## src/logic/tsh_pkg.sv

```systemverilog
// Constants and types for the temperature sensor host controller
package tsh_pkg;

    // ************************************************************
    // Timing figures, as printed, and their cycle counts
    // ************************************************************
    localparam int CLK_PERIOD_NS      = 5;
    localparam int SCLK_MIN_PERIOD_NS = 160;
    localparam int CS_SETUP_NS        = 100;
    localparam int CS_HOLD_NS         = 50;
    localparam int CS_GAP_NS          = 160;
    localparam int CONV_TIME_MS       = 228;
    localparam int SYNC_STAGES        = 2;

    // Least times round up to whole cycles
    localparam int HALF_CYC  =
        (SCLK_MIN_PERIOD_NS / 2 + CLK_PERIOD_NS - 1) / CLK_PERIOD_NS;
    localparam int SETUP_CYC =
        (CS_SETUP_NS + CLK_PERIOD_NS - 1) / CLK_PERIOD_NS;
    localparam int HOLD_CYC  =
        (CS_HOLD_NS + CLK_PERIOD_NS - 1) / CLK_PERIOD_NS;
    localparam int GAP_CYC   =
        (CS_GAP_NS + CLK_PERIOD_NS - 1) / CLK_PERIOD_NS;
    localparam int CONV_CYC  =
        CONV_TIME_MS * 1_000_000 / CLK_PERIOD_NS;

    // ************************************************************
    // Frame layout and command codes
    // ************************************************************
    localparam int WORD_BITS   = 16;
    localparam int RDWR_BITS   = 32;
    localparam int IDSEQ_BITS  = 64;
    localparam int TEMP_LSB    = 2;
    localparam int TEMP_BITS   = 14;
    localparam logic [7:0] CMD_SHUTDOWN = 8'hFF;
    localparam logic [7:0] CMD_CONVERT  = 8'h00;
    localparam logic [1:0] FILL_BITS    = 2'h3;

    typedef enum logic [1:0] {
        TSH_OP_READ  = 2'h0,
        TSH_OP_RDWR  = 2'h1,
        TSH_OP_IDSEQ = 2'h2
    } tsh_op_t;

    typedef enum logic [4:0] {
        ST_IDLE  = 5'h01,
        ST_SETUP = 5'h02,
        ST_SHIFT = 5'h04,
        ST_HOLD  = 5'h08,
        ST_GAP   = 5'h10
    } tsh_state_t;

endpackage : tsh_pkg

```

## src/logic/tsh_phase_if.sv

```systemverilog
// Serial clock phase signals between controller and clock generator
`timescale 1ns/1ps
`default_nettype none
interface tsh_phase_if;
    logic run;
    logic sclk;
    logic rise;
    logic fall;
    logic sample;
    modport gen (input run, output sclk, output rise, output fall,
                 output sample);
    modport ctl (output run, input sclk, input rise, input fall,
                 input sample);
endinterface : tsh_phase_if
`default_nettype wire

```

## src/logic/tsh_host.sv

```systemverilog
// Host controller for a three-wire serial temperature sensor
`timescale 1ns/1ps
`default_nettype none
// Overview of operation
// RULE1: Host drives on falling, samples on rising
// RULE2: Select frames transfer; high 160 ns between
// RULE3: Plain read is sixteen clocks
// RULE4: Combined transfer: sixteen out, sixteen in
// RULE5: Sensor releases data while select high
// RULE6: Never lower select during clock rise
// RULE7: First bit valid at select fall
// RULE8: Host may end read early
// RULE9: Conversion survives a read in progress
// RULE10: Read returns last finished conversion
// RULE11: Select low at most 32 clocks; the identification frame holds it low for 64
// RULE12: Last eight received bits form command
// RULE13: All ones shutdown, all zeros convert
// RULE14: Host sends only 00 or FF
// RULE15: Power-up mode is continuous conversion
// RULE16: Wait 228 ms for valid temperature
// RULE17: Temperature is 14-bit two's complement, upper
// RULE18: Two lowest word bits read ones
// RULE19: Word sent MSB first
// RULE20: Serial port works during shutdown
// RULE21: Shutdown reads return identification word
// RULE22: Read, shutdown, ID read, convert in one frame
// RULE23: Select rise clears counter, applies command
module tsh_host
    import tsh_pkg::*;
#(
    parameter int HALF = HALF_CYC,
    parameter int CONV = CONV_CYC
) (
    input  wire logic                 clk,
    input  wire logic                 rst,
    input  wire logic                 start,
    input  wire tsh_op_t              op,
    input  wire logic [4:0]           rd_bits,
    input  wire logic                 cmd_shutdown,
    output var  logic                 busy,
    output var  logic                 done,
    output var  logic [WORD_BITS-1:0] rd_word,
    output var  logic [WORD_BITS-1:0] id_word,
    output var  logic [TEMP_BITS-1:0] temp,
    output var  logic                 fill_ok,
    output var  logic                 mode_sd,
    output var  logic                 temp_valid,
    output var  logic                 cs_n,
    output wire logic                 sclk,
    input  wire logic                 sio_in,
    output var  logic                 sio_out,
    output var  logic                 sio_oe
);

    // ************************************************************
    // Decoding functions
    // ************************************************************
    // Bit k of the frame that the host writes; the command byte
    // fills both bytes so the ignored upper byte is harmless
    function automatic logic tx_bit(tsh_op_t o, logic sd,
                                    logic [6:0] k);
        logic [7:0] b;
        b = CMD_CONVERT;
        if (o == TSH_OP_IDSEQ) begin
            b = k[5] ? CMD_CONVERT : CMD_SHUTDOWN; // RULE22
        end else if (sd) begin
            b = CMD_SHUTDOWN; // RULE13
        end
        tx_bit = b[~k[2:0]]; // RULE14
    endfunction : tx_bit

    // Number of clocks in a frame of the given kind
    function automatic logic [6:0] frame_len(tsh_op_t o,
                                             logic [4:0] n);
        logic [6:0] len;
        len = 7'(WORD_BITS);
        case (o)
            TSH_OP_READ: begin
                if (n != 5'h00 && n < 5'(WORD_BITS)) begin
                    len = {2'h0, n}; // RULE8
                end
            end
            TSH_OP_RDWR: begin
                len = 7'(RDWR_BITS); // RULE4
            end
            TSH_OP_IDSEQ: begin
                len = 7'(IDSEQ_BITS); // RULE22
            end
            default: begin
                len = 7'(WORD_BITS); // RULE3
            end
        endcase
        frame_len = len;
    endfunction : frame_len

    // ************************************************************
    // Declarations
    // ************************************************************
    tsh_phase_if ph ();

    tsh_state_t           state;
    tsh_state_t           next_state;
    tsh_op_t              op_q;
    logic                 cmd_q;
    logic [5:0]           tmr;
    logic [6:0]           bits;
    logic [6:0]           total;
    logic [WORD_BITS-1:0] rx;
    logic                 sio_s1;
    logic                 sio_s2;
    logic [31:0]          conv_cnt;
    logic [5:0]           hi_cnt;
    logic [5:0]           lo_cnt;

    wire                  active_w;
    wire                  done_w;
    wire [6:0]            idx_w;
    wire [WORD_BITS-1:0]  next_rx;
    wire                  cap_w;
    wire [WORD_BITS-1:0]  cap_word_w;
    wire                  end_sd_w;
    wire                  restart_w;
    wire                  conv_full_w;

    // ************************************************************
    // Clock generator and input synchroniser
    // ************************************************************
    tsh_sclk_gen #(
        .HALF (HALF),
        .SDLY (SYNC_STAGES)
    ) u_gen (
        .clk (clk),
        .rst (rst),
        .ph  (ph)
    );

    assign sclk = ph.sclk;

    always_ff @(posedge clk) begin
        if (rst) begin
            sio_s1 <= 1'b0;
            sio_s2 <= 1'b0;
        end else begin
            sio_s1 <= sio_in;
            sio_s2 <= sio_s1;
        end
    end

    // ************************************************************
    // Frame sequencer
    // ************************************************************
    always_comb begin
        next_state = state;
        case (state)
            ST_IDLE: begin
                if (start) begin
                    next_state = ST_SETUP;
                end
            end
            ST_SETUP: begin
                if (tmr == 6'(SETUP_CYC - 1)) begin
                    next_state = ST_SHIFT; // RULE6
                end
            end
            ST_SHIFT: begin
                if (ph.rise && bits == total - 7'h01) begin
                    next_state = ST_HOLD;
                end
            end
            ST_HOLD: begin
                if (tmr == 6'(HOLD_CYC - 1)) begin
                    next_state = ST_GAP; // RULE2
                end
            end
            ST_GAP: begin
                if (tmr == 6'(GAP_CYC - 1)) begin
                    next_state = ST_IDLE; // RULE2
                end
            end
            default: begin
                next_state = ST_IDLE;
            end
        endcase
    end

    assign active_w = (next_state == ST_SETUP) ||
                      (next_state == ST_SHIFT) ||
                      (next_state == ST_HOLD);
    assign done_w   = (state == ST_HOLD) && (next_state == ST_GAP);

    always_ff @(posedge clk) begin
        if (rst) begin
            state <= ST_IDLE;
            tmr   <= 6'h00;
        end else begin
            state <= next_state;
            tmr   <= (next_state != state) ? 6'h00 : tmr + 6'h01;
        end
    end

    always_ff @(posedge clk) begin
        if (rst) begin
            op_q  <= TSH_OP_READ;
            cmd_q <= 1'b0;
            total <= 7'(WORD_BITS);
        end else if (state == ST_IDLE && start) begin
            op_q  <= op;
            cmd_q <= cmd_shutdown;
            total <= frame_len(op, rd_bits);
        end
    end

    // ************************************************************
    // Pin drivers
    // ************************************************************
    always_ff @(posedge clk) begin
        if (rst) begin
            cs_n   <= 1'b1;
            ph.run <= 1'b0;
            busy   <= 1'b0;
            done   <= 1'b0;
        end else begin
            cs_n   <= !active_w; // RULE2
            ph.run <= (next_state == ST_SHIFT) ||
                      (next_state == ST_HOLD);
            busy   <= (next_state != ST_IDLE);
            done   <= done_w;
        end
    end

    // Rising edges counted per frame; cleared while select is high
    always_ff @(posedge clk) begin
        if (rst || cs_n) begin
            bits <= 7'h00; // RULE23
        end else if (ph.rise) begin
            bits <= bits + 7'h01;
        end
    end

    // Write bits change only on a falling clock edge, and only in
    // the second half of each 32-clock segment
    always_ff @(posedge clk) begin
        if (rst || !active_w) begin
            sio_oe  <= 1'b0; // RULE5
            sio_out <= 1'b0;
        end else if (ph.fall) begin
            sio_oe  <= bits[4]; // RULE4
            sio_out <= bits[4] && tx_bit(op_q, cmd_q, bits); // RULE1
        end
    end

    // ************************************************************
    // Receive path
    // ************************************************************
    assign idx_w      = bits - 7'h01;
    assign next_rx    = {rx[WORD_BITS-2:0], sio_s2}; // RULE19
    assign cap_w      = ph.sample && !idx_w[4] &&
                        (idx_w[3:0] == 4'hF || idx_w == total - 7'h01);
    assign cap_word_w = next_rx << (4'hF - idx_w[3:0]); // RULE8

    // Bits are taken a fixed delay after each rise; RULE7 makes the
    // first bit already valid at that point
    always_ff @(posedge clk) begin
        if (rst) begin
            rx <= '0;
        end else if (ph.sample && !idx_w[4]) begin
            rx <= next_rx; // RULE1
        end
    end

    always_ff @(posedge clk) begin
        if (rst) begin
            rd_word <= '0;
            id_word <= '0;
            temp    <= '0;
            fill_ok <= 1'b0;
        end else if (cap_w && !idx_w[5]) begin
            rd_word <= cap_word_w; // RULE10
            temp    <= cap_word_w[WORD_BITS-1:TEMP_LSB]; // RULE17
            fill_ok <= (cap_word_w[1:0] == FILL_BITS); // RULE18
        end else if (cap_w) begin
            id_word <= cap_word_w; // RULE21
        end
    end

    // ************************************************************
    // Mode tracking and conversion wait
    // ************************************************************
    assign end_sd_w    = (op_q == TSH_OP_IDSEQ) ? 1'b0 : cmd_q;
    assign restart_w   = done_w && (op_q != TSH_OP_READ) &&
                         (mode_sd || op_q == TSH_OP_IDSEQ) && !end_sd_w;
    assign conv_full_w = (conv_cnt == 32'(CONV));

    always_ff @(posedge clk) begin
        if (rst) begin
            mode_sd <= 1'b0; // RULE15
        end else if (done_w && op_q != TSH_OP_READ) begin
            mode_sd <= end_sd_w; // RULE23
        end
    end

    // A fresh conversion time starts at reset and on leaving shutdown
    always_ff @(posedge clk) begin
        if (rst || restart_w) begin
            conv_cnt <= 32'h0000_0000; // RULE16
        end else if (!conv_full_w) begin
            conv_cnt <= conv_cnt + 32'h0000_0001;
        end
    end

    always_ff @(posedge clk) begin
        if (rst) begin
            temp_valid <= 1'b0;
        end else begin
            temp_valid <= conv_full_w && !mode_sd && !restart_w && // RULE16
                          !(done_w && end_sd_w);
        end
    end

    // ************************************************************
    // Assertions
    // ************************************************************
    always_ff @(posedge clk) begin
        if (rst) begin
            hi_cnt <= 6'h00;
            lo_cnt <= 6'h00;
        end else begin
            hi_cnt <= !cs_n ? 6'h00 :
                      (hi_cnt == 6'h3F) ? hi_cnt : hi_cnt + 6'h01;
            lo_cnt <= cs_n ? 6'h00 :
                      (lo_cnt == 6'h3F) ? lo_cnt : lo_cnt + 6'h01;
        end
    end

    AST_CS_GAP: assert property ( // RULE2
        @(posedge clk) disable iff (rst)
        $fell(cs_n) |-> $past(hi_cnt) >= 6'(GAP_CYC))
        else $error("Select high gap too short");

    AST_CS_HOLD: assert property ( // RULE2
        @(posedge clk) disable iff (rst)
        $rose(cs_n) |-> sclk && $past(sclk, HOLD_CYC))
        else $error("Select rose without clock hold time");

    AST_SCLK_QUIET_AT_CS: assert property ( // RULE6
        @(posedge clk) disable iff (rst)
        $fell(cs_n) |-> !sclk ##1 !sclk [*8])
        else $error("Clock not quiet while select falls");

    AST_FIRST_RISE_SETUP: assert property ( // RULE7
        @(posedge clk) disable iff (rst)
        $rose(sclk) |-> lo_cnt >= 6'(SETUP_CYC))
        else $error("Clock rose too soon after select fell");

    AST_RELEASE_WHEN_HIGH: assert property ( // RULE5
        @(posedge clk) disable iff (rst)
        cs_n |-> !sio_oe)
        else $error("Data pin driven while select high");

    AST_DRIVE_ON_FALL: assert property ( // RULE1
        @(posedge clk) disable iff (rst)
        ($rose(sio_oe) || (sio_oe && $changed(sio_out)))
            |-> $past(ph.fall) && !sclk)
        else $error("Write data changed away from a falling edge");

    AST_TX_PHASE_ONLY: assert property ( // RULE4
        @(posedge clk) disable iff (rst)
        sio_oe |-> (bits[4] || bits[4:0] == 5'h00) && !cs_n)
        else $error("Host drove data in the sensor transmit phase");

    AST_READ_LEN: assert property ( // RULE3
        @(posedge clk) disable iff (rst)
        $rose(cs_n) && op_q == TSH_OP_READ |-> $past(bits) == total)
        else $error("Read frame clock count wrong");

    AST_MAX_LOW: assert property ( // RULE11
        @(posedge clk) disable iff (rst)
        !cs_n && op_q != TSH_OP_IDSEQ |-> bits <= 7'(RDWR_BITS))
        else $error("Select held low beyond 32 clocks");

    AST_IDSEQ_LEN: assert property ( // RULE22
        @(posedge clk) disable iff (rst)
        $rose(cs_n) && op_q == TSH_OP_IDSEQ
            |-> $past(bits) == 7'(IDSEQ_BITS))
        else $error("Identification frame clock count wrong");

    AST_CMD_BYTE: assert property ( // RULE14
        @(posedge clk) disable iff (rst)
        sio_oe |-> sio_out == tx_bit(op_q, cmd_q, idx_w))
        else $error("Host sent a command outside 00 and FF");

    AST_TEMP_WAIT: assert property ( // RULE16
        @(posedge clk) disable iff (rst)
        temp_valid |-> conv_cnt == 32'(CONV) && !mode_sd)
        else $error("Temperature flagged valid before conversion time");

endmodule : tsh_host
`default_nettype wire

```

## src/logic/tsh_sclk_gen.sv

```systemverilog
// Serial shift clock divider with edge and sample strobes
`timescale 1ns/1ps
`default_nettype none
module tsh_sclk_gen
    import tsh_pkg::*;
#(
    parameter int HALF = HALF_CYC,
    parameter int SDLY = SYNC_STAGES
) (
    input wire logic clk,
    input wire logic rst,
    tsh_phase_if.gen ph
);
    logic [7:0]      cnt;
    logic [SDLY-1:0] dly;
    wire             last_w = (cnt == 8'(HALF - 1));

    // ************************************************************
    // Divider: clock idles low, first rise one half period after run
    // ************************************************************
    always_ff @(posedge clk) begin
        if (rst || !ph.run) begin
            cnt     <= 8'h00;
            ph.sclk <= 1'b0;
            ph.rise <= 1'b0;
            ph.fall <= 1'b0;
        end else begin
            cnt     <= last_w ? 8'h00 : cnt + 8'h01;
            ph.sclk <= last_w ? !ph.sclk : ph.sclk;
            ph.rise <= last_w && !ph.sclk;
            ph.fall <= last_w && ph.sclk;
        end
    end

    // Sample strobe trails the rise by the input synchroniser depth
    always_ff @(posedge clk) begin
        if (rst) begin
            dly <= '0;
        end else begin
            dly <= {dly[SDLY-2:0], ph.rise};
        end
    end

    assign ph.sample = dly[SDLY-1];

endmodule : tsh_sclk_gen
`default_nettype wire

```

## config.mk

```make
export PLATFORM = sky130hd
export DESIGN_NAME = tsh_host
export DESIGN_NICKNAME = d
export VERILOG_FILES = /design/src/logic/tsh_pkg.sv /design/src/logic/tsh_phase_if.sv /design/src/logic/tsh_host.sv /design/src/logic/tsh_sclk_gen.sv
export SDC_FILE = /design/constraint.sdc
export NUM_CORES = 1
export LEC_CHECK = 0
export BUFFER_PORTS_ARGS = -buffer_cell sky130_fd_sc_hd__buf_2
export CAP_MARGIN = 20
export CORE_MARGIN = 5
export CORE_UTILIZATION = 38
export CTS_CLUSTER_SIZE = 40
export DETAILED_ROUTE_END_ITERATION = 16
export PLACE_DENSITY = 0.51
export SLEW_MARGIN = 30
export SYNTH_ARGS = -nofsm -noshare
export SYNTH_HDL_FRONTEND = slang
export SYNTH_HIERARCHICAL = 1
export SYNTH_SLANG_ARGS = --single-unit
```

## constraint.sdc

```tcl
create_clock -name clk -period 3.1 [get_ports clk]
set_clock_uncertainty 0.05 [all_clocks]
set_input_delay 0.465 -clock clk [delete_from_list [all_inputs] [get_ports clk]]
set_output_delay 0.465 -clock clk [all_outputs]
set_load 0.01 [all_outputs]
```

* After elaboration in Yosys (flattened, before gate mapping)
Index checks and enable logic that the tools add are counted.
Storage, ports and cells: register bits 145, input port bits 12, output and inout port bits 55, word-level logic and storage cells 119
Cells by class: add/sub/neg operators 7, magnitude comparators 2, eq/ne operators 23, shift-type cells 1, mux-type cells 16, bitwise operators 2, reduce and logical (&&, ||, !) cells 41
Operators with widths (number):
- 8-bit two-way mux | 5
- 32-bit by 1-bit adder with 32-bit output (second input constant) | 1
- 32-bit by 26-bit == test with 1-bit output (second input constant) | 1
- 5-bit two-way mux | 6
- 5-bit one-hot mux with 5 select lines | 1
- 7-bit one-hot mux with 3 select lines | 1
- 1-bit logical AND | 17
- 16-bit by 4-bit left shift with 16-bit output | 1
- 7-bit == test | 2
- 7-bit by 1-bit subtractor with 7-bit output (second input constant) | 2
- 6-bit by 5-bit == test with 1-bit output (second input constant) | 2
- 5-bit by 2-bit == test with 1-bit output (second input constant) | 2
- 5-bit by 3-bit == test with 1-bit output (second input constant) | 2
- 5-bit by 4-bit == test with 1-bit output (second input constant) | 2
- 5-bit == test (second input constant) | 2
- 1-bit logical NOT | 9
- 1-bit logical OR | 9
- 8-bit by 1-bit adder with 8-bit output (second input constant) | 1
- 8-bit by 4-bit == test with 1-bit output (second input constant) | 1
- 7-bit by 1-bit adder with 7-bit output (second input constant) | 1
- 6-bit by 1-bit adder with 6-bit output (second input constant) | 1
- 2-bit == test (second input constant) | 3
- 6-bit by 4-bit == test with 1-bit output (second input constant) | 1
- 5-bit by 1-bit == test with 1-bit output (second input constant) | 1
- 16 further kinds | 18

* Longest topological paths before layout
word-level depth 14, mapped depth 11, gate-level depth less buffers 8

* By module
Netlist, hierarchy kept.
Modules (own cells, without submodules):
- tsh_host | instances 1, cells an instance 702, area each 6145.9 µm², sequential area each 2362.3 µm²
- tsh_sclk_gen | instances 1, cells an instance 53, area each 493.0 µm², sequential area each 260.2 µm²

* Worst setup path before layout
OpenSTA, ideal clock, no wires.
path type register to register, from reg bits[0], to reg id_word[10], library setup time 121 ps, arrival 2661 ps, required time 2929 ps, path slack 267 ps, cell stages (with the launch flop) 12, buffers on the path 3, period minus slack after synthesis 2833 ps, cells stage by stage dfxtp_1 -> buf_2 -> inv_2 -> ha_1 -> or3b_4 -> xor2_4 -> nand2_4 -> nor3_1 -> a31o_1 -> buf_6 -> buf_6 -> mux2_4
Between the ends: cells in the longest elaborated chain, start to end 7, elaborated cells between the ends (all ways) 13, classes of those cells add/sub: 2; eq/ne: 2; shift: 1; bitwise: 1; reduce/logical: 7
Ends and longest elaborated chain:
- start: declaration | line tsh_host.sv:106 | logic [6:0] bits;
- start signal: assignment | line tsh_host.sv:236 | bits <= bits + 7'h01;
- 7-bit by 1-bit subtractor with 7-bit output (*) | line tsh_host.sv:255 | assign idx_w = bits - 7'h01;
- via idx_w[0] | line tsh_host.sv:117 | wire [6:0] idx_w;
- parallel branches: the longest is 6 deep, another holds 4-bit subtractor
- end signal: assignment | line tsh_host.sv:282 | id_word <= cap_word_w;
- end: declaration | line tsh_host.sv:43 | output var logic [WORD_BITS-1:0] id_word,
Mark *: on every way through the listed nets, which the timed path passes. A chain may end at the register's enable or synchronous reset.

* Worst setup path in the final report
from reg bits[0], to reg id_word[9]
The elaborated chain is that of the path after synthesis.

==> metrics <==
grt ovf=0; clock sink total=~130; I/O Pins=between 60 and 70; gr usage total=0.1560; fraction of layout cells with a size suffix above 1=0.1912; PostCTS Resize Cnt=0; clock slew at reported path FFs=roughly 0.06 ns; slowest CP cell=or3b_4; post-synth top area cell=dfxtp_1; routed vias=5288; Post CTS Setup Buffer Count=0; CP max FO=19; Tcrit/Tclk final=0.8958; power per cell area=533.6 nW/um^2; CTS Root Cell=clkbuf_16; leak pwr=between 3 and 4 nW; die span in x=142.2 um; FFs w/ async S/R, synth=0; worst skew pair latency=roughly 0.42 ns; critical path required time=3.35 ns; Layout Cells excl Fill=roughly 1000; Slew Limit Headroom=0.5024; Area Overhead vs Synth=16.34%; hold_buf cts=0; Hold Crit Class=in -> reg; largest net degree at the start of global routing=roughly 70; drt pass-1 iters=6; Synthesis Warnings=6; Final ANT Viol Nets=0; Rows=between 40 and 50; post-synthesis instance total=between 700 and 800; Yosys reg bits=roughly 130; total wire length=roughly 15000 um; Largest stage delay, worst path=between 0.4 and 0.5 ns; Max-cap violations=0; main area contributors after synthesis=dfxtp_1 (40%), xor2_1 (4.9%), nor2_1 (4.6%), nand2_1 (4.1%), mux2i_1 (3.6%); Layout Nets=824; path depth of the worst reg2reg path=9; Post-synth EDFFs=0; status=finished, final reports clean; CTS tree=yes; I/O Buffers=between 60 and 70; top-area cell type share of the netlist area=0.3950; setup TNS=0 ns; global-route wire length before repair=around 25000 um; fmax=approximately 360 MHz; post-synth design cell area=6639 um^2; H-tree depth=4; Setup crit start kind=flip-flop; Critical Path Sink Type=flip-flop; Die Ht=~140 um; unrepaired setup endpoints after global routing=false; Vias/cell=between 5 and 6; final hold vios=0; core area=around 17000 um^2; Pins Over Slew Limit=0; hpwl dp=11100 um; initial antenna violation count=0; initial drt markers=270; Netlist cell types=63; ant diodes=0; net count of the mapped netlist=between 700 and 800; Seq/Total Area, Yosys=0.3950; DP Cell Count=just over 1000; vias in the first global route=5134; die area=between 20000 and 25000 um^2; Crit Path Category=reg -> reg; final setup vio count=0; Slew @ Worst Pin=~0.75 ns; crit-path cells=inv_2, ha_1, or3b_4, xor2_4, nand2_4, nor3_1, a31o_1, buf_4, mux2_2; most instantiated cells after synthesis=dfxtp_1 (131), nor2_1 (82), nand2_1 (73); WL/cell=between 10 and 15 um; Period minus WS final=2.777 ns; Placer Congestion=0.8429; WHS Path Cells=2; TritonCTS Buffers=17; top_reg_cell synth=dfxtp_1; Peak VDD IR=between 300 and 400 uV; Max Root-Sink Buffers=2; DRC=0; Initial Util=0.3852; most common cell in the netlist=dfxtp_1; Worst Path Arrival=a little over 3 ns; Syn Area/Cell=8.793 um^2
==> per-stage QoR <==
| step | hold WS (ns) | power [mW] | setup slack [ns] | instance area (um^2) | utilization |
|---|---|---|---|---|---|
| after floorplan | 0.3638 | 1.887 | 0.2673 | 6639 | - |
| after CTS | 0.1933 | 4.174 | 0.3197 | 7724 | 0.4481 |
| after detailed placement | 0.3731 | 1.942 | 0.3240 | 7066 | 0.4099 |
| after global routing | 0.1982 | 4.273 | 0.1595 | 7724 | 0.4481 |
| final | 0.2050 | 4.122 | 0.3232 | 7724 | 0.4481 |
| after global placement | 0.3676 | 1.938 | 0.3490 | 7066 | 0.4099 |
==> path summary, 6_finish.rpt <==
kind,start,endpoint,slack [ns]
min,sio_in,sio_s1,0.21
max reg2reg,bits[0],id_word[9],0.32
max,bits[0],id_word[9],0.32
min reg2reg,sio_s1,sio_s2,0.38
==> cell families after synthesis <==
kind of cell               count (synthesis)  synth area share
xor gates and xnor gates                  66           0.09423
and+or+nand+nor                          339            0.2597
muxes                                     58            0.1057
AOI/OAI and AO/OA                         84           0.07501
adders and majority gates                  9           0.01696
buffers and inverters                     68           0.05333
DFF                                      131            0.3950
==> state kept, by name, summed over array words and instances, names as in the netlist, 5 cells and up <==
register	count
total	7
state	5
tmr	6
id_word	16
rx	15
rd_word	16
bits	7
conv_cnt	32
u_gen/cnt	8
==> area by class of cell <==
class / count / area, um^2
inverter: 17 / 63.81
timing repair buffer: 80 / 435.4
clock inverter: 13 / 205.2
tap: 225 / 281.5
fill: 1713 / 9513
multi-input combinational: 556 / 3662
sequential: 131 / 2623
clock buffer: 19 / 452.9
==> worst max-delay path: cells and delay by family, from the launching register on <==
kind | cells | cell delay (ns)
and+or+nand+nor | 3 | 0.87
buffers and inverters | 2 | 0.41
muxes | 1 | 0.36
DFF | 1 | 0.31
adders and majority gates | 1 | 0.31
xor gates and xnor gates | 1 | 0.18
AOI/OAI and AO/OA | 1 | 0.17
==> metal layers <==
metal	up-vias	GRT usage	part of all wire
li1	2682	-	-
met1	2461	0.2007	0.47
met2	122	0.2522	0.45
met3	23	0.03999	0.055
met4	0	0.05909	0.017
met5	-	0	0
==> power breakdown <==
part	switching, mW	internal (mW)
clock network	0.748	1.47
registers	0.0243	1.71
logic	0.109	0.0643
==> placed cells by master (no fill, tap or decap), types with 5 or more instances in the layout <==
cell type	instances
nand3_1	46
buf_2	66
or3_1	11
xor2_1	37
mux2i_1	24
nor3_1	18
ha_1	9
mux2_1	5
nor2b_1	31
dfxtp_1	131
clkbuf_16	17
bufinv_16	5
xnor2_1	25
nor4_1	8
and3_1	12
nand4_1	14
a211oi_1	6
o21ai_0	14
nor3b_1	5
nand3b_1	5
a21oi_1	46
inv_1	15
buf_4	14
nor2_1	82
nand2_1	73
and2_1	8
mux2_2	16
mux2_4	9
(Power assumes the default switching activity.)
